===== src/core/tec_map.svh =====
// register map, field positions, reset values and encodings for the timer
// assumes a 32-bit AXI4-Lite slave with word-aligned registers
`ifndef TEC_MAP_SVH
`define TEC_MAP_SVH

`define TEC_OFF_COUNT 4'h0
`define TEC_OFF_CTRL 4'h4
`define TEC_OFF_IRQ 4'h8
`define TEC_AXI_OKAY 2'h0
`define TEC_AXI_SLVERR 2'h2
`define TEC_CTRL_RST 8'h00
`define TEC_CNT_FULL 8'hFF
`define TEC_PRE_RST 8'h00
`define TEC_BIT_RUN 4
`define TEC_BIT_EDGE 3
`define TEC_BIT_MODE1 7
`define TEC_BIT_MODE0 6
`define TEC_BIT_IRQ_FLAG 0
`define TEC_BIT_IRQ_EN 1
`define TEC_PRE_W 3

`endif


===== src/core/tec_pkg.sv =====
// types shared by the timer/event counter files
// assumes tec_map.svh sits on the include path
package tec_pkg;
  typedef enum logic [1:0] {
    TEC_MODE_IDLE,
    TEC_MODE_EVENT,
    TEC_MODE_TIMER,
    TEC_MODE_PULSE
  } tec_mode_t;
  typedef enum logic [1:0] {
    TEC_PW_ARMED,
    TEC_PW_COUNT,
    TEC_PW_DONE
  } tec_pw_t;
endpackage


===== src/core/tec_prescaler.sv =====
// free-running prescaler that emits one tick per divided clock period
// assumes a single system clock and a synchronous active-low reset
`timescale 1ns/10ps
`default_nettype none
module tec_prescaler #(
  parameter int STAGES = 8
) (
  // clock and reset
  input wire logic aclk,
  input wire logic aresetn,
  // ratio select: divide by 2 to the power sel plus one
  input wire logic [2:0] sel,
  // one-cycle tick on the falling edge of the divided clock
  output logic tick
);
  logic [STAGES-1:0] div_q;
  logic [STAGES-1:0] div_d;
  logic tick_q;

  assign div_d = div_q + {{(STAGES-1){1'b0}}, 1'b1};

  always_ff @(posedge aclk) begin
    if (!aresetn) begin
      div_q <= '0;
    end else begin
      div_q <= div_d;
    end
  end

  // high-to-low of the chosen stage is the counting edge
  always_ff @(posedge aclk) begin
    if (!aresetn) begin
      tick_q <= 1'b0;
    end else begin
      tick_q <= div_q[sel] & ~div_d[sel];
    end
  end

  assign tick = tick_q;
endmodule
`default_nettype wire


===== src/core/tec_timer.sv =====
// 8-bit timer/event counter with preload, prescaler and AXI4-Lite access
// assumes pin input synchronous to aclk domain edge rate; one clock only
`include "tec_map.svh"
`timescale 1ns/10ps
`default_nettype none

module tec_timer
  import tec_pkg::*;
#(
  parameter int PRE_STAGES = 8
) (
  // clock and reset
  input wire logic aclk,
  input wire logic aresetn,
  // axi4-lite write address
  input wire logic [3:0] s_axi_awaddr,
  input wire logic s_axi_awvalid,
  output logic s_axi_awready,
  // axi4-lite write data
  input wire logic [31:0] s_axi_wdata,
  input wire logic [3:0] s_axi_wstrb,
  input wire logic s_axi_wvalid,
  output logic s_axi_wready,
  // axi4-lite write response
  output logic [1:0] s_axi_bresp,
  output logic s_axi_bvalid,
  input wire logic s_axi_bready,
  // axi4-lite read address
  input wire logic [3:0] s_axi_araddr,
  input wire logic s_axi_arvalid,
  output logic s_axi_arready,
  // axi4-lite read data
  output logic [31:0] s_axi_rdata,
  output logic [1:0] s_axi_rresp,
  output logic s_axi_rvalid,
  input wire logic s_axi_rready,
  // external event / pulse pin
  input wire logic timer_input_pin,
  // system side
  output logic timer_irq,
  output logic wake_request
);
  ////////////////////////////////////////////////////////////////////////
  logic pin_s1_q;
  logic pin_s2_q;
  logic pin_prev_q;
  logic pin_rise;
  logic pin_fall;
  logic pre_tick;
  logic [7:0] count_q;
  logic [7:0] preload_q;
  logic [7:0] ctrl_q;
  logic irq_flag_q;
  logic irq_en_q;
  logic irq_q;
  logic wake_q;
  tec_pw_t pw_q;
  tec_mode_t mode;
  logic run;
  logic edge_sel;
  logic start_edge;
  logic stop_edge;
  logic inc;
  logic ovf;
  logic aw_held_q;
  logic w_held_q;
  logic [3:0] awaddr_q;
  logic [31:0] wdata_q;
  logic [3:0] wstrb_q;
  logic bvalid_q;
  logic [1:0] bresp_q;
  logic rvalid_q;
  logic [31:0] rdata_q;
  logic [1:0] rresp_q;
  logic wr_go;
  logic rd_go;
  logic wr_cnt;
  logic wr_ctrl;
  logic wr_irq;
  logic rd_cnt;
  logic hw_clr_run;

  ////////////////////////////////////////////////////////////////////////
  // pin synchroniser; edges are found from the second stage and its delayed copy
  always_ff @(posedge aclk) begin
    if (!aresetn) begin
      pin_s1_q <= 1'b0;
      pin_s2_q <= 1'b0;
      pin_prev_q <= 1'b0;
    end else begin
      pin_s1_q <= timer_input_pin;
      pin_s2_q <= pin_s1_q;
      pin_prev_q <= pin_s2_q;
    end
  end
  assign pin_rise = pin_s2_q & ~pin_prev_q;
  assign pin_fall = ~pin_s2_q & pin_prev_q;

  tec_prescaler #(
    .STAGES(PRE_STAGES)
  ) u_pre (
    .aclk(aclk),
    .aresetn(aresetn),
    .sel(ctrl_q[`TEC_PRE_W-1:0]),
    .tick(pre_tick)
  );

  ////////////////////////////////////////////////////////////////////////
  assign mode = tec_mode_t'({ctrl_q[`TEC_BIT_MODE1], ctrl_q[`TEC_BIT_MODE0]});
  assign run = ctrl_q[`TEC_BIT_RUN];
  assign edge_sel = ctrl_q[`TEC_BIT_EDGE];
  // start edge leaves the idle level; stop edge returns to it
  assign start_edge = edge_sel ? pin_rise : pin_fall;
  assign stop_edge = edge_sel ? pin_fall : pin_rise;

  // counting clock source per mode; bus access to count inhibits it
  always_comb begin
    case (mode)
      TEC_MODE_TIMER: inc = pre_tick;
      // event counting is not gated by any power-down input
      TEC_MODE_EVENT: inc = edge_sel ? pin_fall : pin_rise;
      TEC_MODE_PULSE: inc = pre_tick & (pw_q == TEC_PW_COUNT);
      default: inc = 1'b0;
    endcase
    inc = inc & run & ~rd_cnt & ~wr_cnt;
  end
  assign ovf = inc & (count_q == `TEC_CNT_FULL);

  ////////////////////////////////////////////////////////////////////////
  // single-shot pulse measurement sequencing
  always_ff @(posedge aclk) begin
    if (!aresetn) begin
      pw_q <= TEC_PW_ARMED;
    end else if (mode != TEC_MODE_PULSE || !run) begin
      pw_q <= TEC_PW_ARMED;
    end else begin
      case (pw_q)
        TEC_PW_ARMED: if (start_edge) pw_q <= TEC_PW_COUNT;
        TEC_PW_COUNT: if (stop_edge) pw_q <= TEC_PW_DONE;
        TEC_PW_DONE: pw_q <= TEC_PW_DONE;
        default: pw_q <= TEC_PW_ARMED;
      endcase
    end
  end
  assign hw_clr_run = (mode == TEC_MODE_PULSE) && run &&
                      (pw_q == TEC_PW_COUNT) && stop_edge;

  ////////////////////////////////////////////////////////////////////////
  // axi4-lite handshake: address and data taken in either order
  assign wr_go = aw_held_q & w_held_q & ~bvalid_q;
  assign rd_go = s_axi_arvalid & s_axi_arready;
  assign wr_cnt = wr_go & (awaddr_q == `TEC_OFF_COUNT) & wstrb_q[0];
  assign wr_ctrl = wr_go & (awaddr_q == `TEC_OFF_CTRL) & wstrb_q[0];
  assign wr_irq = wr_go & (awaddr_q == `TEC_OFF_IRQ) & wstrb_q[0];
  assign rd_cnt = rd_go & (s_axi_araddr == `TEC_OFF_COUNT);

  always_ff @(posedge aclk) begin
    if (!aresetn) begin
      aw_held_q <= 1'b0;
      awaddr_q <= 4'h0;
      s_axi_awready <= 1'b0;
    end else begin
      s_axi_awready <= ~aw_held_q & ~s_axi_awready & s_axi_awvalid;
      if (s_axi_awvalid && s_axi_awready) begin
        aw_held_q <= 1'b1;
        awaddr_q <= s_axi_awaddr;
      end else if (s_axi_bvalid && s_axi_bready) begin
        aw_held_q <= 1'b0;
      end
    end
  end

  always_ff @(posedge aclk) begin
    if (!aresetn) begin
      w_held_q <= 1'b0;
      wdata_q <= 32'h0;
      wstrb_q <= 4'h0;
      s_axi_wready <= 1'b0;
    end else begin
      s_axi_wready <= ~w_held_q & ~s_axi_wready & s_axi_wvalid;
      if (s_axi_wvalid && s_axi_wready) begin
        w_held_q <= 1'b1;
        wdata_q <= s_axi_wdata;
        wstrb_q <= s_axi_wstrb;
      end else if (s_axi_bvalid && s_axi_bready) begin
        w_held_q <= 1'b0;
      end
    end
  end

  always_ff @(posedge aclk) begin
    if (!aresetn) begin
      bvalid_q <= 1'b0;
      bresp_q <= `TEC_AXI_OKAY;
    end else if (wr_go) begin
      bvalid_q <= 1'b1;
      bresp_q <= (awaddr_q == `TEC_OFF_COUNT || awaddr_q == `TEC_OFF_CTRL ||
                  awaddr_q == `TEC_OFF_IRQ) ? `TEC_AXI_OKAY : `TEC_AXI_SLVERR;
    end else if (s_axi_bready) begin
      bvalid_q <= 1'b0;
    end
  end
  assign s_axi_bvalid = bvalid_q;
  assign s_axi_bresp = bresp_q;

  always_ff @(posedge aclk) begin
    if (!aresetn) begin
      s_axi_arready <= 1'b0;
      rvalid_q <= 1'b0;
      rdata_q <= 32'h0;
      rresp_q <= `TEC_AXI_OKAY;
    end else begin
      s_axi_arready <= ~rvalid_q & ~s_axi_arready & s_axi_arvalid;
      if (rd_go) begin
        rvalid_q <= 1'b1;
        rresp_q <= `TEC_AXI_OKAY;
        case (s_axi_araddr)
          `TEC_OFF_COUNT: rdata_q <= {24'h0, count_q};
          `TEC_OFF_CTRL: rdata_q <= {24'h0, ctrl_q};
          `TEC_OFF_IRQ: rdata_q <= {30'h0, irq_en_q, irq_flag_q};
          default: begin
            rdata_q <= 32'h0;
            rresp_q <= `TEC_AXI_SLVERR;
          end
        endcase
      end else if (s_axi_rready) begin
        rvalid_q <= 1'b0;
      end
    end
  end
  assign s_axi_rvalid = rvalid_q;
  assign s_axi_rdata = rdata_q;
  assign s_axi_rresp = rresp_q;

  ////////////////////////////////////////////////////////////////////////
  // control register: device may only clear run in pulse mode
  always_ff @(posedge aclk) begin
    if (!aresetn) begin
      ctrl_q <= `TEC_CTRL_RST;
    end else if (wr_ctrl) begin
      ctrl_q <= wdata_q[7:0];
    end else if (hw_clr_run) begin
      ctrl_q[`TEC_BIT_RUN] <= 1'b0;
    end
  end

  // preload and counter
  always_ff @(posedge aclk) begin
    if (!aresetn) begin
      preload_q <= `TEC_PRE_RST;
    end else if (wr_cnt) begin
      preload_q <= wdata_q[7:0];
    end
  end

  always_ff @(posedge aclk) begin
    if (!aresetn) begin
      count_q <= `TEC_PRE_RST;
    end else if (wr_cnt && !run) begin
      count_q <= wdata_q[7:0];
    end else if (ovf) begin
      count_q <= preload_q;
    end else if (inc) begin
      count_q <= count_q + 8'h01;
    end
  end

  ////////////////////////////////////////////////////////////////////////
  // overflow flag: set wins over a software clear in the same cycle
  always_ff @(posedge aclk) begin
    if (!aresetn) begin
      irq_flag_q <= 1'b0;
      irq_en_q <= 1'b0;
    end else begin
      if (ovf) begin
        irq_flag_q <= 1'b1;
      end else if (wr_irq) begin
        irq_flag_q <= wdata_q[`TEC_BIT_IRQ_FLAG];
      end
      if (wr_irq) begin
        irq_en_q <= wdata_q[`TEC_BIT_IRQ_EN];
      end
    end
  end

  always_ff @(posedge aclk) begin
    if (!aresetn) begin
      irq_q <= 1'b0;
      wake_q <= 1'b0;
    end else begin
      irq_q <= irq_flag_q & irq_en_q;
      wake_q <= ovf;
    end
  end
  assign timer_irq = irq_q;
  assign wake_request = wake_q;
endmodule
`default_nettype wire


===== config.mk =====
export PLATFORM = sky130hd
export DESIGN_NAME = tec_timer
export DESIGN_NICKNAME = d
export VERILOG_FILES = /design/src/core/tec_pkg.sv /design/src/core/tec_prescaler.sv /design/src/core/tec_timer.sv
export VERILOG_INCLUDE_DIRS = /design/src /design/src/core
export SDC_FILE = /design/constraint.sdc
export NUM_CORES = 1
export LEC_CHECK = 0
export BUFFER_PORTS_ARGS = -buffer_cell sky130_fd_sc_hd__buf_2
export CORE_MARGIN = 3
export CORE_UTILIZATION = 35
export CTS_CLUSTER_SIZE = 12
export DETAILED_ROUTE_END_ITERATION = 8
export SLEW_MARGIN = 20
export SYNTH_ARGS = -nofsm -noshare
export SYNTH_HDL_FRONTEND = slang
export SYNTH_SLANG_ARGS = --single-unit
export TNS_END_PERCENT = 10

===== constraint.sdc =====
create_clock -name aclk -period 1.9 [get_ports aclk]
set_clock_uncertainty 0.15 [all_clocks]
set_input_delay 0.095 -clock aclk [delete_from_list [all_inputs] [get_ports aclk]]
set_output_delay 0.095 -clock aclk [all_outputs]
set_load 0.005 [all_outputs]

---- Word level (Yosys, flattened, before mapping) ----
Index checks and enable logic that the tools add are counted.
word-level totals
  register bits ........................... 98
  word-level logic and storage cells ...... 132
cells by class
  add/subtract/negate cells ............... 2
  order comparisons ....................... 1
  equal/unequal tests ..................... 13
  multiplexer cells ....................... 27
  bitwise gates (word level) .............. 38
  reduce and logical (&&, ||, !) cells .... 24
operators by type and width
  kind                 count
  $and 1x1->1          25
  $mux 8               3
  $pmux 8 s3           1
  $add 8x1->8 const B  2
  $mux 1               15
  $not 1->1            13
  $reduce_bool 2->1    6
  $eq 4x3->1 const B   2
  $eq 4x4->1 const B   2
  $eq 8x8->1 const B   1
  $logic_not 4->1      2
  $mux 2               4
  $logic_and 1x1->1    7
  $bmux 1 s3           2
  $eq 2x2->1 const B   3
  $ne 2x2->1 const B   3
  $pmux 2 s3           1
  $eq 2x1->1 const B   2
  $lt 3x4->1 const B   1
  $logic_or 1x1->1     3
  $pmux 1 s3           1
  $reduce_bool 3->1    1
  $reduce_or 3->1      1
  $logic_not 2->1      1
  3 further kinds      3

---- Longest topological paths before layout ----
Gate-level depths: netlist of the first run.
  depth in word-level cells ............... 10
  mapped depth ............................ 8

---- Hierarchy ----
From an unflattened synthesis of the first run, not the netlist that was laid out.
second synthesis, totals
  cell total of the unflattened synthesis .. 409
  area total of the unflattened synthesis .. 3562.2 um^2
by module, submodules not included
  module         times used  cells each  area each (um^2)
  tec_timer      1           354         3090.5
  tec_prescaler  1           55          471.7

---- Least setup slack after synthesis of the first run ----
No wires, ideal clock.
  path kind ............................... flip-flop to flip-flop
  start point ............................. register awaddr_q[0]
  end point ............................... register count_q[7]
  setup time .............................. 0.132 ns
  data arrival time ....................... 1.786 ns
  data required time ...................... 1.618 ns
  slack ................................... -0.168 ns
  stages on the path, launching flop included .. 8
  buffers on the path ..................... 2
  period minus slack after synthesis ...... 2.068 ns
  path through ............................ dfxtp_1 or3b_1 or4_1 buf_6 and4b_1 buf_6 a32oi_1 a21oi_1
between the ends
  word-level cells in the longest chain between the ends .. 8
  elaborated cells on any way between the ends .. 10
  classes of those cells .................. 2 x mux; 5 x bitwise; 3 x reduce/logical
RTL lines
  what                                line              RTL
  from (decl)                         tec_timer.sv:67   logic [3:0] awaddr_q;
  from (signal assigned)              tec_timer.sv:166  awaddr_q <= s_axi_awaddr;
  $logic_not 4->1 (no source line) *  n/a
  $and 1x1->1 * (2 in series)         tec_timer.sv:152  assign wr_cnt = wr_go & (awaddr_q == `TEC_OFF_COUNT) & wstrb_q[0];
  $not 1->1                           tec_timer.sv:125  inc = inc & run & ~rd_cnt & ~wr_cnt;
  $and 1x1->1                         tec_timer.sv:125
  $and 1x1->1                         tec_timer.sv:127  assign ovf = inc & (count_q == `TEC_CNT_FULL);
  $mux 8                              tec_timer.sv:261  end else if (ovf) begin
  $mux 8                              tec_timer.sv:259  end else if (wr_cnt && !run) begin
  to (signal assigned)                tec_timer.sv:258  count_q <= `TEC_PRE_RST;
  to (signal assigned)                tec_timer.sv:260  count_q <= wdata_q[7:0];
  to (signal assigned)                tec_timer.sv:262  count_q <= preload_q;
  to (decl)                           tec_timer.sv:50   logic [7:0] count_q;
Every way passes the cells marked *; elsewhere a longest branch is shown, timed or not.
A chain may end at the register's enable or synchronous reset.

---- Final worst setup path of the first run ----
Ends and elaborated chain as after synthesis.

==> impl_results.md, run 1 <==
* CTS max path bufs at 2
* Via count at 2914
* Max-cap violations at 0
* Grt ovf at 0
* Post-DR wirelength/cell at 13.8 um
* RSZ-0062 raised after global routing: true
* Final WS setup at -0.117 ns
* Critical path data arrival time at 2.09 ns
* PortBufs at 41
* Crit path from: awaddr_q[0]
* Total negative slack at -0.529 ns
* Gr usage total at 15.9%
* Mapped Cells at 381
* CP max stage delay at 0.47 ns
* Postcts setup bufs at 0
* Synthesized area per cell at 8.61 um2
* Power, Total at 2.88 mW
* H-tree Lvls at 3
* Hold Crit Depth at 3
* Die H at 103 um
* Min-delay worst type: input pin to flop
* Largest net degree at the start of global routing at 62
* YS warnings at 0
* Antenna cells at 0
* Worst R2R Start: awaddr_q[0]
* Flop2flop setup slack at -0.12 ns
* Yosys reg bits at 72
* Reg2reg end: count_q[7]
* Leak at 1.81 nW
* Finished Cell Area at 4220 um2
* Starting DRC count in detailed routing at 203
* Outcome: finished, violations left
* Area leader, netlist: dfxtp_1
* Hold_sp: s_axi_arvalid
* Clock Pin Slew Worst Setup and Hold Paths at 0.08 ns
* Sequential share of the synthesized area at 43.9%
* Placement Rows at 34
* Initial Utilization at 36.7%
* Die area at 10600 um2
* Worst endpoint required time at 1.98 ns
* Cell variety after synth at 54
* Synthesized area at 3280 um2
* Crit-path leading delay family: simple AND/OR/NAND/NOR gates
* DRT Wirelength at 8100 um
* Vias in the first global route at 2685
* Cell Pwr Density at 682 nW/um2
* CP startpoint kind: flop
* Top cells by area, synth: dfxtp_1 (44%), mux2i_1 (6.4%), buf_4 (5.9%)
* Critical path's slowest cell: or4_4
* GRT busiest layer: met2
* Cell-by-cell trace of the critical path: or3b_4 > or4_4 > and4b_2 > a32oi_1 > a21oi_1
* Die Width at 103 um
* CTS tree: done
* Final Max Tran Viols at 0
* Critical Path End Type: flop
* Vias per inst at 4.96
* Synth-to-layout area growth at 28.6%
* DRT antenna net count at 0
* # DRC at 0
* Core Region at 8930 um2
* Critical path class: flop to flop
* Period minus WS final at 2.02 ns
* Met3 Use GR at 4.40%
* Final Hold Fails at 0
* Met2 Usage GRT at 25.5%
* Final GP Congestion at 0.848
* Initial antenna violation count at 0
* Dpl hpwl at 5540 um
* R2R cell count at 5
* Worst path bufs/invs at 0
* Period utilization at 106%
* Worst Path Max Fanout at 5
* Drt first pass iters at 5
* Fmax at 496 MHz
* Layout Nets at 530
* Clock sink total at 72
* Synth top area share at 43.9%
* Clock latency on the worst-skew pair at 0.35 ns
* Number of buffers created by CTS at 9
* Post-synth ARST share at 0%
* Dpl cell area at 3680 um2
* I/O pins at 95
* Failing checks: negative setup slack
* Max IR drop VDD at 0.338 mV
* Ratio of cells with drive above 1 in the final layout at 21.3%
* First-pass GRT wire length at 13300 um
* Top_reg_cell synth: dfxtp_1
* CTS Root Cell: clkbuf_8
* WHS Endpoint: s_axi_rvalid
* Setup violators final at 9
* GR Layer Usage met1 at 21.3%
* EDFF count, synth at 0
## stage by stage
stage	utilization [%]	instances	hold WS, ns	setup slack, ns
final	47.2	587	0.178	-0.117
after global routing	47.2	587	0.212	-0.180
after CTS	46.8	587	0.159	-0.0954
after detailed placement	41.2	542	0.157	-0.144
after global placement	41.2	542	0.155	-0.112
after floorplan	-	406	0.0633	-0.168
## worst max-delay path by stage
stage                             to  slack (ns)  cells past startpoint
after detailed placement  count_q[7]       -0.14                      5
after CTS                 count_q[5]        -0.1                      6
final                     count_q[7]       -0.12                      5
after global routing      count_q[7]       -0.18                      5
after floorplan           count_q[7]       -0.17                      7
after global placement    count_q[7]       -0.11                      5
## cells in the mapped netlist, drive strengths merged (3+ instances only)
cell type and number:
nor3 9, a31oi 6, dfxtp 72, clkbuf 11, inv 8, nand2 50, o211ai 4, a21oi 28
nor2 39, ha 4, a211o 3, a22oi 3, mux2i 21, xor2 4, a222oi 6, and2 6
buf 30, o21ai 8, nand4 4, nand2b 6, nand3 22, and3 5
## cell families (layout without fill, tap and decap cells)
logic type | after synthesis | count (layout) | share of synthesized area [%]
adders and majority gates | 4 | 4 | 1.53
buffers and inverters | 50 | 122 | 9.19
AOI/OAI and AO/OA | 71 | 71 | 14.1
xor gates and xnor gates | 6 | 6 | 1.60
other | 1 | 26 | 0.114
DFF | 72 | 72 | 43.9
muxes | 22 | 22 | 6.75
and+or+nand+nor | 155 | 156 | 22.8
## sequential cells by signal (all words and copies together) (netlist names), 2 cells and up
| signal | count |
|---|---|
| pw_q | 2 |
| s_axi_rdata | 8 |
| u_pre.div_q | 8 |
| ctrl_q | 8 |
| count_q | 8 |
| preload_q | 8 |
| wdata_q | 8 |
| awaddr_q | 4 |
## worst register-to-register path: stages (launching register included)
cell     delay, ns
dfxtp_2       0.33
or3b_4        0.39
or4_4         0.47
and4b_2       0.29
a32oi_1       0.18
a21oi_1       0.08
## power breakdown
group          internal, mW  leakage, nW  switching (mW)
Combinational         0.106         1.15           0.101
Sequential             1.53        0.583          0.0242
Clock                 0.511       0.0809           0.603
Total                  2.15         1.81           0.728
## area by class of cell
cell class / count / area, um2
Tap cell: 108 / 135
Clock inverter: 6 / 43.8
Inverter: 9 / 33.8
Clock buffer: 10 / 138
Multi-Input combinational cell: 285 / 1700
Sequential cell: 72 / 1440
Fill cell: 875 / 4710
Timing Repair Buffer: 97 / 728
## metal layers
metal	vias to the layer above	wire length (um)
met5	-	0
met3	7	444
met2	93	3780
met4	0	76
met1	1333	3800
li1	1481	-
## cells in the final DEF, fill, tap and decap left out, types with 3 or more instances in the layout
cell type      netlist  routed
conb_1               1      26
buf_2                1      41
o211ai_1             4       4
clkinvlp_4           0       4
clkbuf_8             0      10
mux2i_1             21      21
a211o_1              3       3
nand2_1             50      49
dfxtp_1             72      71
nor3_1               8       7
and2_1               6       6
ha_1                 4       4
nand3_1             22      22
buf_4               26      25
o21ai_0              7       7
inv_1                8       8
a21oi_1             28      28
nand4_1              4       4
nor2_1              39      39
a222oi_1             6       6
xor2_1               4       4
a31oi_1              6       6
nand2b_1             6       6
and3_1               5       5
dlygate4sd3_1        0      28
## what timing repair did
action,in CTS,in global routing
resized for setup,8,8
gates cloned,1,0
setup endpoints to repair,18,32
pin swaps,1,4
endpoints found under the hold margin,26,0
hold buffers,28,0
(Power assumes the default switching activity.)
==> inputs of run 2 (changes only) <==
Clock period 1.9 ns to 1.8 ns, I/O delays scaled along.
==> run 2 against run 1 <==
The run still ends with negative setup slack left; design area is 2.0% higher; combinational power is 9.7% higher; maximum frequency hardly changed; register-to-register slack worse by 0.099 ns; clock power is 15% higher; final cell count is 1.5% higher; core utilization is 0.97 points higher; via count is 4.1% higher; count of clock-buffer cells in the layout stayed put; die area stayed put; first-iteration DRC count is 5.4% higher; critical path type unchanged; highest routed layer unchanged.
==> impl_results.md, run 2 (same netlist as run 1, synthesis figures left out) <==
* DRT Wirelength at 8360 um
* Max IR drop VDD at 0.442 mV
* Die H at 103 um
* Cell Pwr Density at 731 nW/um2
* DRT antenna net count at 0
* Drt first pass iters at 5
* Final GP Congestion at 0.823
* Hold slack at 0.0522 ns
* Outcome: finished, violations left
* Worst path bufs/invs at 0
* I/O pins at 95
* Failing checks: negative setup slack
* Critical Path End Type: flop
* Layout Nets at 539
* RSZ-0062 raised after global routing: true
* Vias per inst at 5.09
* CP max stage delay at 0.44 ns
* Min-delay worst type: input pin to flop
* Max-cap violations at 0
* Critical path class: flop to flop
* Initial antenna violation count at 0
* Placement Rows at 34
* Number of buffers created by CTS at 9
* Period utilization at 112%
* Multi-input logic area at 1720 um2
* Ratio of cells with drive above 1 in the final layout at 22.5%
* # DRC at 0
* Die Width at 103 um
* Synth-to-layout area growth at 31.2%
* Post-DR wirelength/cell at 14.0 um
* Worst endpoint required time at 1.88 ns
* Final Max Tran Viols at 0
* Initial Utilization at 36.7%
* Non-Filler Instances at 596
* Relative max-transition margin at 67.9%
* Worst Path Max Fanout at 5
* Grt ovf at 0
* H-tree Lvls at 3
* Core Region at 8930 um2
* Via count at 3034
* First-pass GRT wire length at 13100 um
* Most frequent cells in the layout: dfxtp_1 (71), nand2_1 (50), buf_2 (41)
* Crit-path leading delay family: simple AND/OR/NAND/NOR gates
* Clock Pin Slew Worst Setup and Hold Paths at 0.08 ns
* Fmax at 496 MHz
* Largest net degree at the start of global routing at 62
* Total negative slack at -3.33 ns
* Period minus WS final at 2.02 ns
* Final WS setup at -0.216 ns
* Finished Cell Area at 4310 um2
* Cell-by-cell trace of the critical path: or3b_4 > or4_4 > and4b_2 > a32oi_1 > a21oi_1
* PortBufs at 41
* Leak at 1.89 nW
* Starting DRC count in detailed routing at 214
* Clock sink total at 72
* CTS tree: done
* CP startpoint kind: flop
* CTS Root Cell: clkbuf_8
* Most common cell after layout, fill and taps aside: dfxtp_1
* Pre-CTS setup slack at -0.257 ns
* Filler Cells Inserted at 848
* Vias in the first global route at 2859
* Dpl cell area at 3740 um2
* Final Hold Fails at 0
* Critical path data arrival time at 2.10 ns
* Dpl hpwl at 5550 um
* Reg area at 1440 um2
* Critical path's slowest cell: or4_4
* CTS max path bufs at 2
* Clock latency on the worst-skew pair at 0.35 ns
* Worst slew pin tran at 0.469 ns
* Gr usage total at 16.0%
* Setup violators final at 26
* Die area at 10600 um2
* Antenna cells at 0
* Placed cell count at 549
[run 2: layout make-up]
class                   count  share of cell area, %
clock inverters             6                   1.60
clock buffers              10                   2.96
repair buffers            105                   18.2
inverters                   9                  0.785
multi-input cells         286                   39.8
well taps                 108                   3.14
flip-flops and latches     72                   33.5
[run 2: timing repair]
| action | in CTS | in global routing |
|---|---|---|
| cloned | 1 | 1 |
| buffers inserted | 0 | 2 |
| resized for setup | 5 | 10 |
| pin swaps | 2 | 7 |
| hold endpoints to repair | 27 | 0 |
| hold buffers | 27 | 0 |
| setup endpoints to repair | 26 | 34 |
[run 2: final timing paths]
check                         to            start  cells after the start  slack, ns
setup / recovery      count_q[7]      awaddr_q[0]                      5      -0.22
hold / removal    s_axi_rdata[1]  s_axi_araddr[1]                      5       0.05
setup reg to reg      count_q[7]      awaddr_q[0]                      5      -0.22
hold reg to reg         pin_s2_q         pin_s1_q                      1       0.29
[run 2: routing by layer]
| layer | track usage [%] | vias up | wire length, um |
|---|---|---|---|
| met4 | 5.48 | 0 | 146 |
| met5 | 0 | - | 0 |
| met1 | 19.7 | 1400 | 3850 |
| met3 | 4.60 | 18 | 454 |
| li1 | - | 1500 | - |
| met2 | 27.0 | 116 | 3910 |
[run 2: per-stage QoR]
stage          utilization [%]  total power [mW]
6_report                  48.2              3.15
5_1_grt                   48.2              3.29
4_1_cts                   47.4              3.17
2_1_floorplan                -              1.81
3_3_place_gp              41.8              1.85
3_5_place_dp              41.8              1.85
[run 2: power breakdown]
| group | total (mW) | internal [mW] | switching (mW) | leakage, nW |
|---|---|---|---|---|
| clock | 1.28 | 0.647 | 0.629 | 0.0968 |
| combinational | 0.227 | 0.116 | 0.111 | 1.21 |
| sequential | 1.64 | 1.62 | 0.0250 | 0.583 |
[run 2: tightest hold or removal path: stages]
cell and delay (ns):
buf_2 0.09, buf_4 0.09, nor3_1 0.05, a22oi_1 0.13, nor2_1 0.05
